==> src/verilog/rail_cfg_pkg.sv <==
// Purpose: Constants for the rail configuration register slice
// Assumes: Byte-wide registers at their printed sub-addresses
// Notes: Constant list below
`default_nettype none
package rail_cfg_pkg;
   localparam logic [7:0] OFS_SWITCH_CFG = 8'h15;
   localparam logic [7:0] OFS_BUCK_ONE = 8'h16;
   localparam logic [7:0] OFS_BUCK_TWO = 8'h17;
   localparam logic [7:0] OFS_BUCK_THREE = 8'h18;
   localparam logic [7:0] OFS_BUCK_BOOST = 8'h19;
   localparam logic [7:0] OFS_RAMP = 8'h1A;
   localparam logic [7:0] RST_SWITCH_CFG = 8'h00;
   localparam logic [7:0] RST_BUCK_ONE = 8'h99;
   localparam logic [7:0] RST_BUCK_TWO = 8'h99;
   localparam logic [7:0] RST_BUCK_THREE = 8'h8C;
   localparam logic [7:0] RST_BUCK_BOOST = 8'hB2;
   localparam logic [7:0] RST_RAMP = 8'h06;
   localparam logic [7:0] MASK_SWITCH_CFG = 8'h3F;
   localparam logic [7:0] MASK_VOLTAGE = 8'hBF;
   localparam logic [7:0] MASK_RAMP = 8'hC7;
   localparam int BIT_PULSE_SKIP = 7;
   localparam int BIT_TRIGGER = 7;
   localparam int BIT_BYPASS = 6;
   localparam int CUT_LSB = 3;
   localparam int DISCHARGE_LSB = 0;
   localparam logic [2:0] RATE_IMMEDIATE = 3'h7;
   localparam int CLOCK_MHZ = 50;
   // Shortest dwell is 2.5 us; longer codes double it
   localparam int DWELL_MIN_NS = 2500;
   localparam int DWELL_MIN_CYCLES = (DWELL_MIN_NS * CLOCK_MHZ) / 1000;
   localparam int NUM_SWITCH = 3;
endpackage : rail_cfg_pkg
`default_nettype wire

==> src/verilog/voltage_ramper.sv <==
// Purpose: Steps one buck output code toward its set-point
// Assumes: Tick is a one-cycle enable at the shortest dwell
// Notes: One code per dwell; rate 111b jumps at once
`timescale 1ns/1ns
`default_nettype none
module voltage_ramper
(
   // Clock and reset
   input wire logic i_clk,
   input wire logic i_rst_b,
   // Control
   input wire logic i_start,
   input wire logic i_tick,
   input wire logic [2:0] i_rate,
   input wire logic [5:0] i_target,
   input wire logic [5:0] i_reset_code,
   // Result
   output logic [5:0] o_code,
   output logic o_busy
);
   import rail_cfg_pkg::*;

   typedef struct packed {
      logic [5:0] code;
      logic [5:0] goal;
      logic busy;
      logic [6:0] dwell;
   } ramp_t;

   ramp_t cur_ff;
   ramp_t nxt_ff;
   logic [6:0] dwell_len;

   // Dwell in ticks: 64 at code 000b halving to 1 at 110b
   assign dwell_len = 7'(7'h40 >> i_rate);

   always_comb
   begin
      nxt_ff = cur_ff;
      if (i_start)
      begin
         nxt_ff.goal = i_target;
         nxt_ff.busy = 1'b1;
         nxt_ff.dwell = dwell_len;
         if (i_rate == RATE_IMMEDIATE)
         begin
            nxt_ff.code = i_target;
            nxt_ff.busy = 1'b0;
         end
      end
      else if (cur_ff.busy)
      begin
         if (cur_ff.code == cur_ff.goal)
            nxt_ff.busy = 1'b0;
         else if (i_rate == RATE_IMMEDIATE)
            nxt_ff.code = cur_ff.goal;
         else if (i_tick)
         begin
            if (cur_ff.dwell > 7'h01)
               nxt_ff.dwell = cur_ff.dwell - 7'h01;
            else
            begin
               nxt_ff.dwell = dwell_len;
               nxt_ff.code = (cur_ff.code < cur_ff.goal) ? cur_ff.code + 6'h01 : cur_ff.code - 6'h01;
            end
         end
      end
   end

   always_ff @(posedge i_clk)
   begin
      if (!i_rst_b)
      begin
         cur_ff.code <= i_reset_code;
         cur_ff.goal <= i_reset_code;
         cur_ff.busy <= 1'b0;
         cur_ff.dwell <= 7'h00;
      end
      else
         cur_ff <= nxt_ff;
   end

   assign o_code = cur_ff.code;
   assign o_busy = cur_ff.busy;
endmodule : voltage_ramper
`default_nettype wire

==> src/verilog/rail_config_regs.sv <==
// Purpose: Register slice for switch protection, converter codes and ramp control
// Assumes: Byte register port already decoded from the serial bus, synchronous to clock
// Notes: Reads are registered, one cycle after the strobe
`timescale 1ns/1ns
`default_nettype none
module rail_config_regs
(
   // Clock and reset
   input wire logic I_CLOCK,
   input wire logic I_RST_B,
   // Register port
   input wire logic I_WR,
   input wire logic I_RD,
   input wire logic [7:0] I_ADDR,
   input wire logic [7:0] I_WDATA,
   output logic [7:0] O_RDATA,
   output logic O_RVALID,
   // Power-up defaults from the selection resistor
   input wire logic I_DEFAULT_SELECT_VALID,
   input wire logic [5:0] I_BUCK_THREE_DEFAULT,
   input wire logic [5:0] I_BUCK_BOOST_DEFAULT,
   // Load switch control
   input wire logic [rail_cfg_pkg::NUM_SWITCH-1:0] I_SWITCH_EN,
   input wire logic I_POWER_FAIL_OUT_N,
   output logic [rail_cfg_pkg::NUM_SWITCH-1:0] O_SWITCH_ON,
   output logic [rail_cfg_pkg::NUM_SWITCH-1:0] O_SWITCH_DISCHARGE,
   // Converter settings
   output logic [5:0] O_BUCK_ONE_CODE,
   output logic [5:0] O_BUCK_TWO_CODE,
   output logic [5:0] O_BUCK_THREE_CODE,
   output logic [5:0] O_BUCK_BOOST_CODE,
   output logic [3:0] O_PULSE_SKIP_EN,
   output logic O_RAMP_BUSY
);
   import rail_cfg_pkg::*;

   typedef struct packed {
      logic [7:0] sw_cfg;
      logic [7:0] buck_one;
      logic [7:0] buck_two;
      logic [7:0] buck_three;
      logic [7:0] buck_boost;
      logic [7:0] ramp;
      logic [7:0] rdata;
      logic rvalid;
      logic [6:0] tick_cnt;
      logic tick;
      logic load_pending;
      logic [NUM_SWITCH-1:0] sw_on;
      logic [NUM_SWITCH-1:0] sw_dis;
   } regs_t;

   regs_t cur_ff;
   regs_t nxt_ff;
   logic start_one;
   logic start_two;
   logic busy_one;
   logic busy_two;
   logic [5:0] code_one;
   logic [5:0] code_two;
   logic [7:0] rd_mux;

   always_comb
   begin
      nxt_ff = cur_ff;
      start_one = 1'b0;
      start_two = 1'b0;
      rd_mux = 8'h00;
      nxt_ff.rvalid = I_RD;
      // Shortest-dwell tick shared by both ramps
      nxt_ff.tick = 1'b0;
      if (cur_ff.tick_cnt == 7'(DWELL_MIN_CYCLES - 1))
      begin
         nxt_ff.tick_cnt = 7'h00;
         nxt_ff.tick = 1'b1;
      end
      else
         nxt_ff.tick_cnt = cur_ff.tick_cnt + 7'h01;
      // One cycle after release, take resistor-chosen defaults
      if (cur_ff.load_pending)
      begin
         nxt_ff.load_pending = 1'b0;
         if (I_DEFAULT_SELECT_VALID)
         begin
            nxt_ff.buck_three[5:0] = I_BUCK_THREE_DEFAULT;
            nxt_ff.buck_boost[5:0] = I_BUCK_BOOST_DEFAULT;
         end
      end
      // Trigger self-clears when both ramps have landed
      if (cur_ff.ramp[BIT_TRIGGER] && !busy_one && !busy_two && !start_one)
         nxt_ff.ramp[BIT_TRIGGER] = 1'b0;
      if (I_WR)
      begin
         unique case (I_ADDR)
            OFS_SWITCH_CFG: nxt_ff.sw_cfg = I_WDATA & MASK_SWITCH_CFG;
            OFS_BUCK_ONE:
            begin
               nxt_ff.buck_one = I_WDATA & MASK_VOLTAGE;
               start_one = cur_ff.ramp[BIT_BYPASS];
            end
            OFS_BUCK_TWO:
            begin
               nxt_ff.buck_two = I_WDATA & MASK_VOLTAGE;
               start_two = cur_ff.ramp[BIT_BYPASS];
            end
            OFS_BUCK_THREE: nxt_ff.buck_three = I_WDATA & MASK_VOLTAGE;
            OFS_BUCK_BOOST: nxt_ff.buck_boost = I_WDATA & MASK_VOLTAGE;
            OFS_RAMP:
            begin
               nxt_ff.ramp = I_WDATA & MASK_RAMP;
               start_one = I_WDATA[BIT_TRIGGER];
               start_two = I_WDATA[BIT_TRIGGER];
            end
            default: ;
         endcase
      end
      unique case (I_ADDR)
         OFS_SWITCH_CFG: rd_mux = cur_ff.sw_cfg;
         OFS_BUCK_ONE: rd_mux = cur_ff.buck_one;
         OFS_BUCK_TWO: rd_mux = cur_ff.buck_two;
         OFS_BUCK_THREE: rd_mux = cur_ff.buck_three;
         OFS_BUCK_BOOST: rd_mux = cur_ff.buck_boost;
         OFS_RAMP: rd_mux = cur_ff.ramp;
         default: rd_mux = 8'h00;
      endcase
      if (I_RD)
         nxt_ff.rdata = rd_mux;
      // Power-fail cut overrides the enable; discharge only while off
      for (int i = 0; i < NUM_SWITCH; i++)
      begin
         nxt_ff.sw_on[i] = I_SWITCH_EN[i] && !(cur_ff.sw_cfg[CUT_LSB + i] && !I_POWER_FAIL_OUT_N);
         nxt_ff.sw_dis[i] = cur_ff.sw_cfg[DISCHARGE_LSB + i] && !nxt_ff.sw_on[i];
      end
   end

   always_ff @(posedge I_CLOCK)
   begin
      if (!I_RST_B)
      begin
         cur_ff.sw_cfg <= RST_SWITCH_CFG;
         cur_ff.buck_one <= RST_BUCK_ONE;
         cur_ff.buck_two <= RST_BUCK_TWO;
         cur_ff.buck_three <= RST_BUCK_THREE;
         cur_ff.buck_boost <= RST_BUCK_BOOST;
         cur_ff.ramp <= RST_RAMP;
         cur_ff.rdata <= 8'h00;
         cur_ff.rvalid <= 1'b0;
         cur_ff.tick_cnt <= 7'h00;
         cur_ff.tick <= 1'b0;
         cur_ff.load_pending <= 1'b1;
         cur_ff.sw_on <= '0;
         cur_ff.sw_dis <= '0;
      end
      else
         cur_ff <= nxt_ff;
   end

   // Bucks one and two follow their set-points through the ramp engines
   voltage_ramper u_ramp_one
   (
      .i_clk(I_CLOCK),
      .i_rst_b(I_RST_B),
      .i_start(start_one),
      .i_tick(cur_ff.tick),
      // A rate written with the trigger applies to that same start
      .i_rate(nxt_ff.ramp[2:0]),
      .i_target(nxt_ff.buck_one[5:0]),
      .i_reset_code(RST_BUCK_ONE[5:0]),
      .o_code(code_one),
      .o_busy(busy_one)
   );

   voltage_ramper u_ramp_two
   (
      .i_clk(I_CLOCK),
      .i_rst_b(I_RST_B),
      .i_start(start_two),
      .i_tick(cur_ff.tick),
      .i_rate(nxt_ff.ramp[2:0]),
      .i_target(nxt_ff.buck_two[5:0]),
      .i_reset_code(RST_BUCK_TWO[5:0]),
      .o_code(code_two),
      .o_busy(busy_two)
   );

   assign O_RDATA = cur_ff.rdata;
   assign O_RVALID = cur_ff.rvalid;
   assign O_SWITCH_ON = cur_ff.sw_on;
   assign O_SWITCH_DISCHARGE = cur_ff.sw_dis;
   assign O_BUCK_ONE_CODE = code_one;
   assign O_BUCK_TWO_CODE = code_two;
   assign O_BUCK_THREE_CODE = cur_ff.buck_three[5:0];
   assign O_BUCK_BOOST_CODE = cur_ff.buck_boost[5:0];
   assign O_PULSE_SKIP_EN = {cur_ff.buck_boost[BIT_PULSE_SKIP], cur_ff.buck_three[BIT_PULSE_SKIP],
                             cur_ff.buck_two[BIT_PULSE_SKIP], cur_ff.buck_one[BIT_PULSE_SKIP]};
   assign O_RAMP_BUSY = busy_one | busy_two;
endmodule : rail_config_regs
`default_nettype wire

==> config.mk <==
export PLATFORM = sky130hd
export DESIGN_NAME = rail_config_regs
export DESIGN_NICKNAME = d
export VERILOG_FILES = /design/src/verilog/rail_cfg_pkg.sv /design/src/verilog/voltage_ramper.sv /design/src/verilog/rail_config_regs.sv
export SDC_FILE = /design/constraint.sdc
export NUM_CORES = 1
export LEC_CHECK = 0
export BUFFER_PORTS_ARGS = -buffer_cell sky130_fd_sc_hd__buf_4
export CAP_MARGIN = 20
export CORE_ASPECT_RATIO = 2
export CORE_MARGIN = 2
export CORE_UTILIZATION = 30
export DETAILED_ROUTE_END_ITERATION = 6
export PLACE_DENSITY = 0.47
export SETUP_SLACK_MARGIN = 0.15
export SYNTH_ARGS = -nofsm -noshare
export SYNTH_HDL_FRONTEND = slang
export SYNTH_SLANG_ARGS = --single-unit
==> constraint.sdc <==
create_clock -name I_CLOCK -period 3.1 [get_ports I_CLOCK]
set_input_delay 0.31 -clock I_CLOCK [delete_from_list [all_inputs] [get_ports I_CLOCK]]
set_output_delay 0.31 -clock I_CLOCK [all_outputs]
set_load 0.01 [all_outputs]
==> flow_summary.toml, run 1 <==
[run_status]
status = "completed"

[timing]
rsz0062_at_grt = "yes"
finalWorstSetupSlack_ns = 0.197
setup_tns_ns = 0
finalCritPeriodShare_pct = 93.7
period_needed_ns = 2.90
hold-worst-slack_ns = 0.210
slew_headroom_pct = 59.6
final_max_slew_viol_count = 0
fin_skew_ns = 0.0115
tightestPinTransition_ns = 0.602
setup_viol = 0
fmax_mhz = 344
hold_viol = 0

[power]
power_mw = 2.63
peakVddDrop_mv = 0.278
power_switching_share_pct = 24.6
pwr-share-comb_pct = 7.0
leakage_nw = 2.70
power_density_nw_per_um2 = 381
seq_power_share_pct = 51.6
p_int_mw = 1.98
p_clk_share_pct = 41.4
p_sw_uw = 646

[worst_setup_path]
worst_setup_path_start_kind = "flip-flop"
path_class = "flip-flop to flip-flop"
crit_chain = "ha_4, and3_4, a221oi_4, o21ai_2, ha_1, a211oi_2, nor2_2, a21o_1, a21oi_2, xor3_1, a311oi_2, a31o_1"
timing.critical_path.slowest_cell_delay_ns = 0.38
crit_slowest_cell = "dfxtp_1"
cp_data_required_time_ns = 3.41
reg2reg_to = "u_ramp_two.o_code[5]"
timing.rr.start = "u_ramp_two.o_code[5]"
crit_arrival_ns = 3.21
crit_fanout = 3
rrSetupSlack_ns = 0.20
crit_start = "u_ramp_two.o_code[5]"
ff2ff_path_depth = 12
endpoint_kind = "flip-flop"

[job]
maxCapViolations = 0

[placement]
placed_cell_area_sq_um = 6490
numPlacedInstances = 1005
place.gp.congestion = 0.852
place.port_buffers = 80
hpwl_microns = 13700
dp_slack_ns = 0.0541

[synth]
synth.avg_cell_area_sq_um = 8.16
synthArstFlopShare_pct = 0
synth-main-ff-cell = "dfxtp_1"
netlist_area_sq_um = 5930
synth_top_cell_by_area = "dfxtp_1"
synth_cell_types = 70
netlist.area_leader.share_pct = 34.8
synth_warnings = 0
synth_fp_nets = 792
yosysSeqAreaShare_pct = 34.8
ys_ff_latch = 103
synth-edff-count = 0
syn_inst = 727
synth_area_leaders = "dfxtp_1 35%, nand2_1 6.1%, buf_4 5.8%, ha_1 5.5%, nor2_1 4.5%"

[global_routing]
antenna_found_initial = 0
grt_pass1_vias = 5327
grt_pass1_wl_microns = 28300
grt_max_degree = 45
grt_overflow_total = 0
grt_use_total_pct = 17.5

[die]
start_util_pct = 30.6
coreArea_sq_um = 19400
ios = 81
die_w_microns = 103
die_area_sq_um = 21000
core.rowCount = 72
die_h_microns = 203

[final_layout]
layout-drive-gt1-share_pct = 22.9
fin_nets = 824
area_growth_pct = 16.3
stdcell_area_sq_um = 6900
finalNonFillerCells = 1022
fin_util_pct = 35.6
antenna_cells = 0

[clocking]
cts_buffers = 9
cts-root-buf = "clkbuf_16"
cts_sinks = 103
cts_hold_buf = 0
clock_insertion_delay_worst_skew_ns = 0.36
htreeDepth = 3
path_clk_slew_ns = 0.08
cts_buffer_depth = 2
cts_tree = "yes"

[route]
drcViolationCount = 0
via_count = 5228
drt_iter0_markers = 225
wl_per_cell_microns = 17.5
postRouteAntennaNets = 0
wirelength_microns = 17900
via_per_inst = 5.12
firstDrtPassIters = 5

[min_path]
min_path_cells = 2
hp-class = "input port to flip-flop"
hp-start = "I_RD"
hold_end = "O_RDATA[1]"
==> synth_stat cells, types with 4 or more instances <==
cell type and n:
a21o_1 8, nor3b_1 5, nor3_1 11, a22oi_1 12, a211oi_1 5, a311oi_1 8, and3_1 7, o21ai_0 32
nor2_1 71, nor2b_1 4, o31ai_1 6, a31oi_1 8, buf_2 7, nand2_1 97, clkbuf_1 23, ha_1 26
nand3_1 29, o21ai_1 8, o22ai_1 5, o21ai_2 4, or3_1 4, dfxtp_1 103, inv_1 29, buf_4 46
a21oi_1 53, a222oi_1 10, nor4b_1 4, xor2_1 6, a211oi_2 5, xnor2_1 13, nor3_2 6, mux2i_1 15
==> cell type report <==
type	instances	area (sq um)
fill	2014	12500
tap	259	324
multi-input combinational	511	3330
clock buffer	11	243
inverter	30	113
clock inverter	4	31.3
timing repair buffer	104	781
sequential	103	2070
==> critical path, delay by kind of cell (launching register included) <==
family	cells	cell delay [ns]
AOI/OAI and AO/OA	7	1.32
xor gates and xnor gates	1	0.33
and+or+nand+nor	2	0.27
DFF	1	0.38
adders and majority gates	2	0.55
==> per-layer routing <==
layer,part of all wire (%),global-route usage [%],vias up
li1,-,-,2588
met1,37,18.3,2504
met2,56,33.0,109
met3,2.9,2.44,27
met4,3.9,7.85,0
met5,0,0,-
==> worst max path at each step <==
| stage | depth (start not counted) | endpoint |
|---|---|---|
| 2_1_floorplan | 13 | u_ramp_two.o_code[5] |
| 3_3_place_gp | 13 | u_ramp_two.o_code[5] |
| 3_5_place_dp | 13 | u_ramp_one.o_code[5] |
| 4_1_cts | 13 | u_ramp_two.o_code[5] |
| 5_1_grt | 13 | u_ramp_two.o_code[5] |
| 6_report | 12 | u_ramp_two.o_code[5] |
==> cells by family (layout without fill, tap and decap cells) <==
logic type	Yosys count	in the layout	share of synthesized area [%]
adders and majority gates	28	28	6.16
DFF	103	103	34.8
muxes	17	17	2.98
and+or+nand+nor	261	261	21.0
buffers and inverters	113	149	10.9
AOI/OAI and AO/OA	184	184	20.6
xor gates and xnor gates	21	21	3.61
==> power groups by stage <==
stage | Sequential [mW] | Combinational [mW] | Clock (mW)
after floorplan | 1.38 | 0.108 | 0
after global placement | 1.39 | 0.181 | 0
after detailed placement | 1.39 | 0.184 | 0
after CTS | 1.36 | 0.184 | 1.12
after global routing | 1.36 | 0.200 | 1.16
final | 1.36 | 0.184 | 1.09
==> cells in the final DEF, fill, tap and decap left out, drive strengths merged, types with 17 or more instances in the layout <==
master	count
nor2	72
ha	26
dfxtp	103
nand3	29
inv	31
nand2	99
nor3	17
o21ai	44
a21oi	55
buf	104
==> sequential cells by signal, indices dropped and copies added (netlist names) <==
name	count
cur_ff	32
u_ramp_one.cur_ff	13
u_ramp_two.cur_ff	13
O_RDATA	8
O_BUCK_BOOST_CODE	6
O_BUCK_THREE_CODE	6
u_ramp_one.o_code	6
u_ramp_two.o_code	6
O_PULSE_SKIP_EN	4
O_SWITCH_DISCHARGE	3
O_SWITCH_ON	3
O_RVALID	1
u_ramp_one.o_busy	1
u_ramp_two.o_busy	1
==> what timing repair did <==
action / in CTS / in global routing
setup endpoints to repair: 2 / 4
setup buffers: 0 / 2
resized for setup: 1 / 25
pin swaps: 1 / 10
(Power assumes the default switching activity.)
==> inputs of run 2 (changes only) <==
--- a/config.mk
+++ b/config.mk
@@ -15,4 +15,5 @@
 export SETUP_SLACK_MARGIN = 0.15
 export SYNTH_ARGS = -nofsm -noshare
 export SYNTH_HDL_FRONTEND = slang
+export SYNTH_HIERARCHICAL = 1
 export SYNTH_SLANG_ARGS = --single-unit
==> flow_summary.toml, run 2 <==
[power]
leakage_nw = 3.08
peakVddDrop_mv = 0.205
power_density_nw_per_um2 = 490

[placement]
numPlacedInstances = 1019
dp_slack_ns = 0.0952
place.gp.congestion = 0.801
placed_cell_area_sq_um = 7040
place.port_buffers = 80
hpwl_microns = 14100

[timing]
rsz0062_at_grt = "no"
setup_tns_ns = 0
slew_headroom_pct = 51.2
hold_viol = 0
fmax_mhz = 353
period_needed_ns = 2.83
fin_skew_ns = 0.0123
finalWorstSetupSlack_ns = 0.265
setup_viol = 0
tightestPinTransition_ns = 0.728
final_max_slew_viol_count = 0
finalCritPeriodShare_pct = 91.4

[final_layout]
fin_util_pct = 36.8
stdcell_area_sq_um = 7520
fillCellCount = 2099
final_common_cell = "buf_4"
layout-drive-gt1-share_pct = 27.5
antenna_cells = 0
final_cell_mix = "119 x buf_4, 79 x dfxtp_1, 64 x nand2_1, 55 x nor2_1, 37 x o21ai_0"
area_growth_pct = 19.8
finalNonFillerCells = 1040
largest_reg_flops = 32
largest_register = "cur_ff"
fin_nets = 835
largestRegisters = "cur_ff: 32 flops, u_ramp_one/cur_ff: 13 flops, u_ramp_two/cur_ff: 13 flops"

[clocking]
clock_insertion_delay_worst_skew_ns = 0.35
cts_tree = "yes"
path_clk_slew_ns = 0.07
cts_buffer_depth = 2
cts_sinks = 103
cts-root-buf = "clkbuf_16"
htreeDepth = 3
cts_buffers = 9

[global_routing]
grt_use_total_pct = 16.3
grt_pass1_wl_microns = 28200
grt_overflow_total = 0
antenna_found_initial = 0
grt_pass1_vias = 5314
grt_max_degree = 30

[synth]
synthArstFlopShare_pct = 0
ys_ff_latch = 103
syn_inst = 705
yosysSeqAreaShare_pct = 36.7
synth-edff-count = 24
netlist_area_sq_um = 6280
yosysMostFrequentCell = "dfxtp_1"
synth_area_leaders = "dfxtp_1 25%, edfxtp_1 11%, mux2_2 5.6%, buf_4 5.3%, ha_1 5.2%"
netlist.area_leader.share_pct = 25.2
synth-main-ff-cell = "dfxtp_1"
synthTopCellsByCount = "79 x dfxtp_1, 64 x nand2_1, 55 x nor2_1"
synth.avg_cell_area_sq_um = 8.90
synth_top_cell_by_area = "dfxtp_1"
synth_warnings = 6
synth_cell_types = 76

[route]
postRouteAntennaNets = 0
wirelength_microns = 18200
drcViolationCount = 0
drt_iter0_markers = 221
via_count = 5246
firstDrtPassIters = 4
via_per_inst = 5.04
wl_per_cell_microns = 17.5

[die]
start_util_pct = 30.7
die_area_sq_um = 22200
die_h_microns = 209
die_w_microns = 106
ios = 81
coreArea_sq_um = 20500
core.rowCount = 74

[worst_setup_path]
critical_path_buf_inv_count = 0
critPathTopFamily = "simple AND/OR/NAND/NOR gates"
crit_slowest_cell = "edfxtp_1"
path_class = "flip-flop to flip-flop"
crit_chain = "ha_1, a21o_1, nand3_1, nand3_4, ha_4, o21ai_0, o21bai_1, a21oi_1, or4b_1, nand2_1, a211oi_1"
endpoint_kind = "flip-flop"
cp_data_required_time_ns = 3.19
crit_arrival_ns = 2.93
crit_fanout = 5
worst_setup_path_start_kind = "flip-flop"
timing.critical_path.slowest_cell_delay_ns = 0.47

[job]
maxCapViolations = 0

[run_status]
status = "completed"

[min_path]
hp-class = "input port to flip-flop"
==> run 2: tightest hold or removal path, cell delays in order <==
cell and delay [ns]:
buf_4 0.11, mux2i_1 0.06, nand2_1 0.05
==> run 2: stage by stage <==
step | power (mW) | hold slack [ns]
floorplan | 2.18 | 0.423
global placement | 2.42 | 0.450
global route | 3.89 | 0.224
CTS | 3.57 | 0.217
finish | 3.69 | 0.227
detailed placement | 2.44 | 0.462
==> run 2: metal layers <==
layer / global-route usage (%) / wire length, microns
met1: 16.4 / 6710
met2: 32.0 / 10300
met3: 1.90 / 491
met4: 8.44 / 668
met5: 0 / 0
==> run 2: timing repair <==
action	CTS	global route
pin swaps	1	4
resized for setup	2	17
buffers inserted	0	6
setup endpoints to repair	2	4
hold buffers	0	0
==> run 2: cell type report <==
| type | count | area, sq um | area share [%] |
|---|---|---|---|
| inverters | 35 | 131 | 1.75 |
| clock buffers | 11 | 254 | 3.38 |
| well taps | 266 | 333 | 4.43 |
| multi-input cells | 502 | 3580 | 47.5 |
| flip-flops and latches | 103 | 2300 | 30.6 |
| clock inverters | 4 | 31.3 | 0.416 |
| repair buffers | 119 | 893 | 11.9 |
==> run 2: cells by family after synthesis <==
group,after synthesis,share of synthesized area (%)
AO/OA/AOI/OAI,163,17.1
XOR/XNOR,13,1.81
adder cells (fa/ha/maj),28,5.82
buffers and inverters,110,9.69
flip-flops,103,36.7
multiplexers,44,7.71
other,2,0.120
AND/OR/NAND/NOR,242,21.0
==> run 2: path summary, 6_finish.rpt <==
kind | from | endpoint | slack [ns] | cells past startpoint
max reg2reg | u_ramp_one/o_code[3] | u_ramp_one/o_code[5] | 0.27 | 11
max | u_ramp_one/o_code[3] | u_ramp_one/o_code[5] | 0.27 | 11
min reg2reg | cur_ff[8] | cur_ff[8] | 0.47 | 1
min | I_WDATA[7] | O_PULSE_SKIP_EN[2] | 0.23 | 3
==> run 2: power breakdown <==
group | switching (mW) | internal [mW]
Clock | 0.531 | 0.594
Combinational | 0.534 | 0.516
Sequential | 0.0540 | 1.46
Total | 1.12 | 2.57
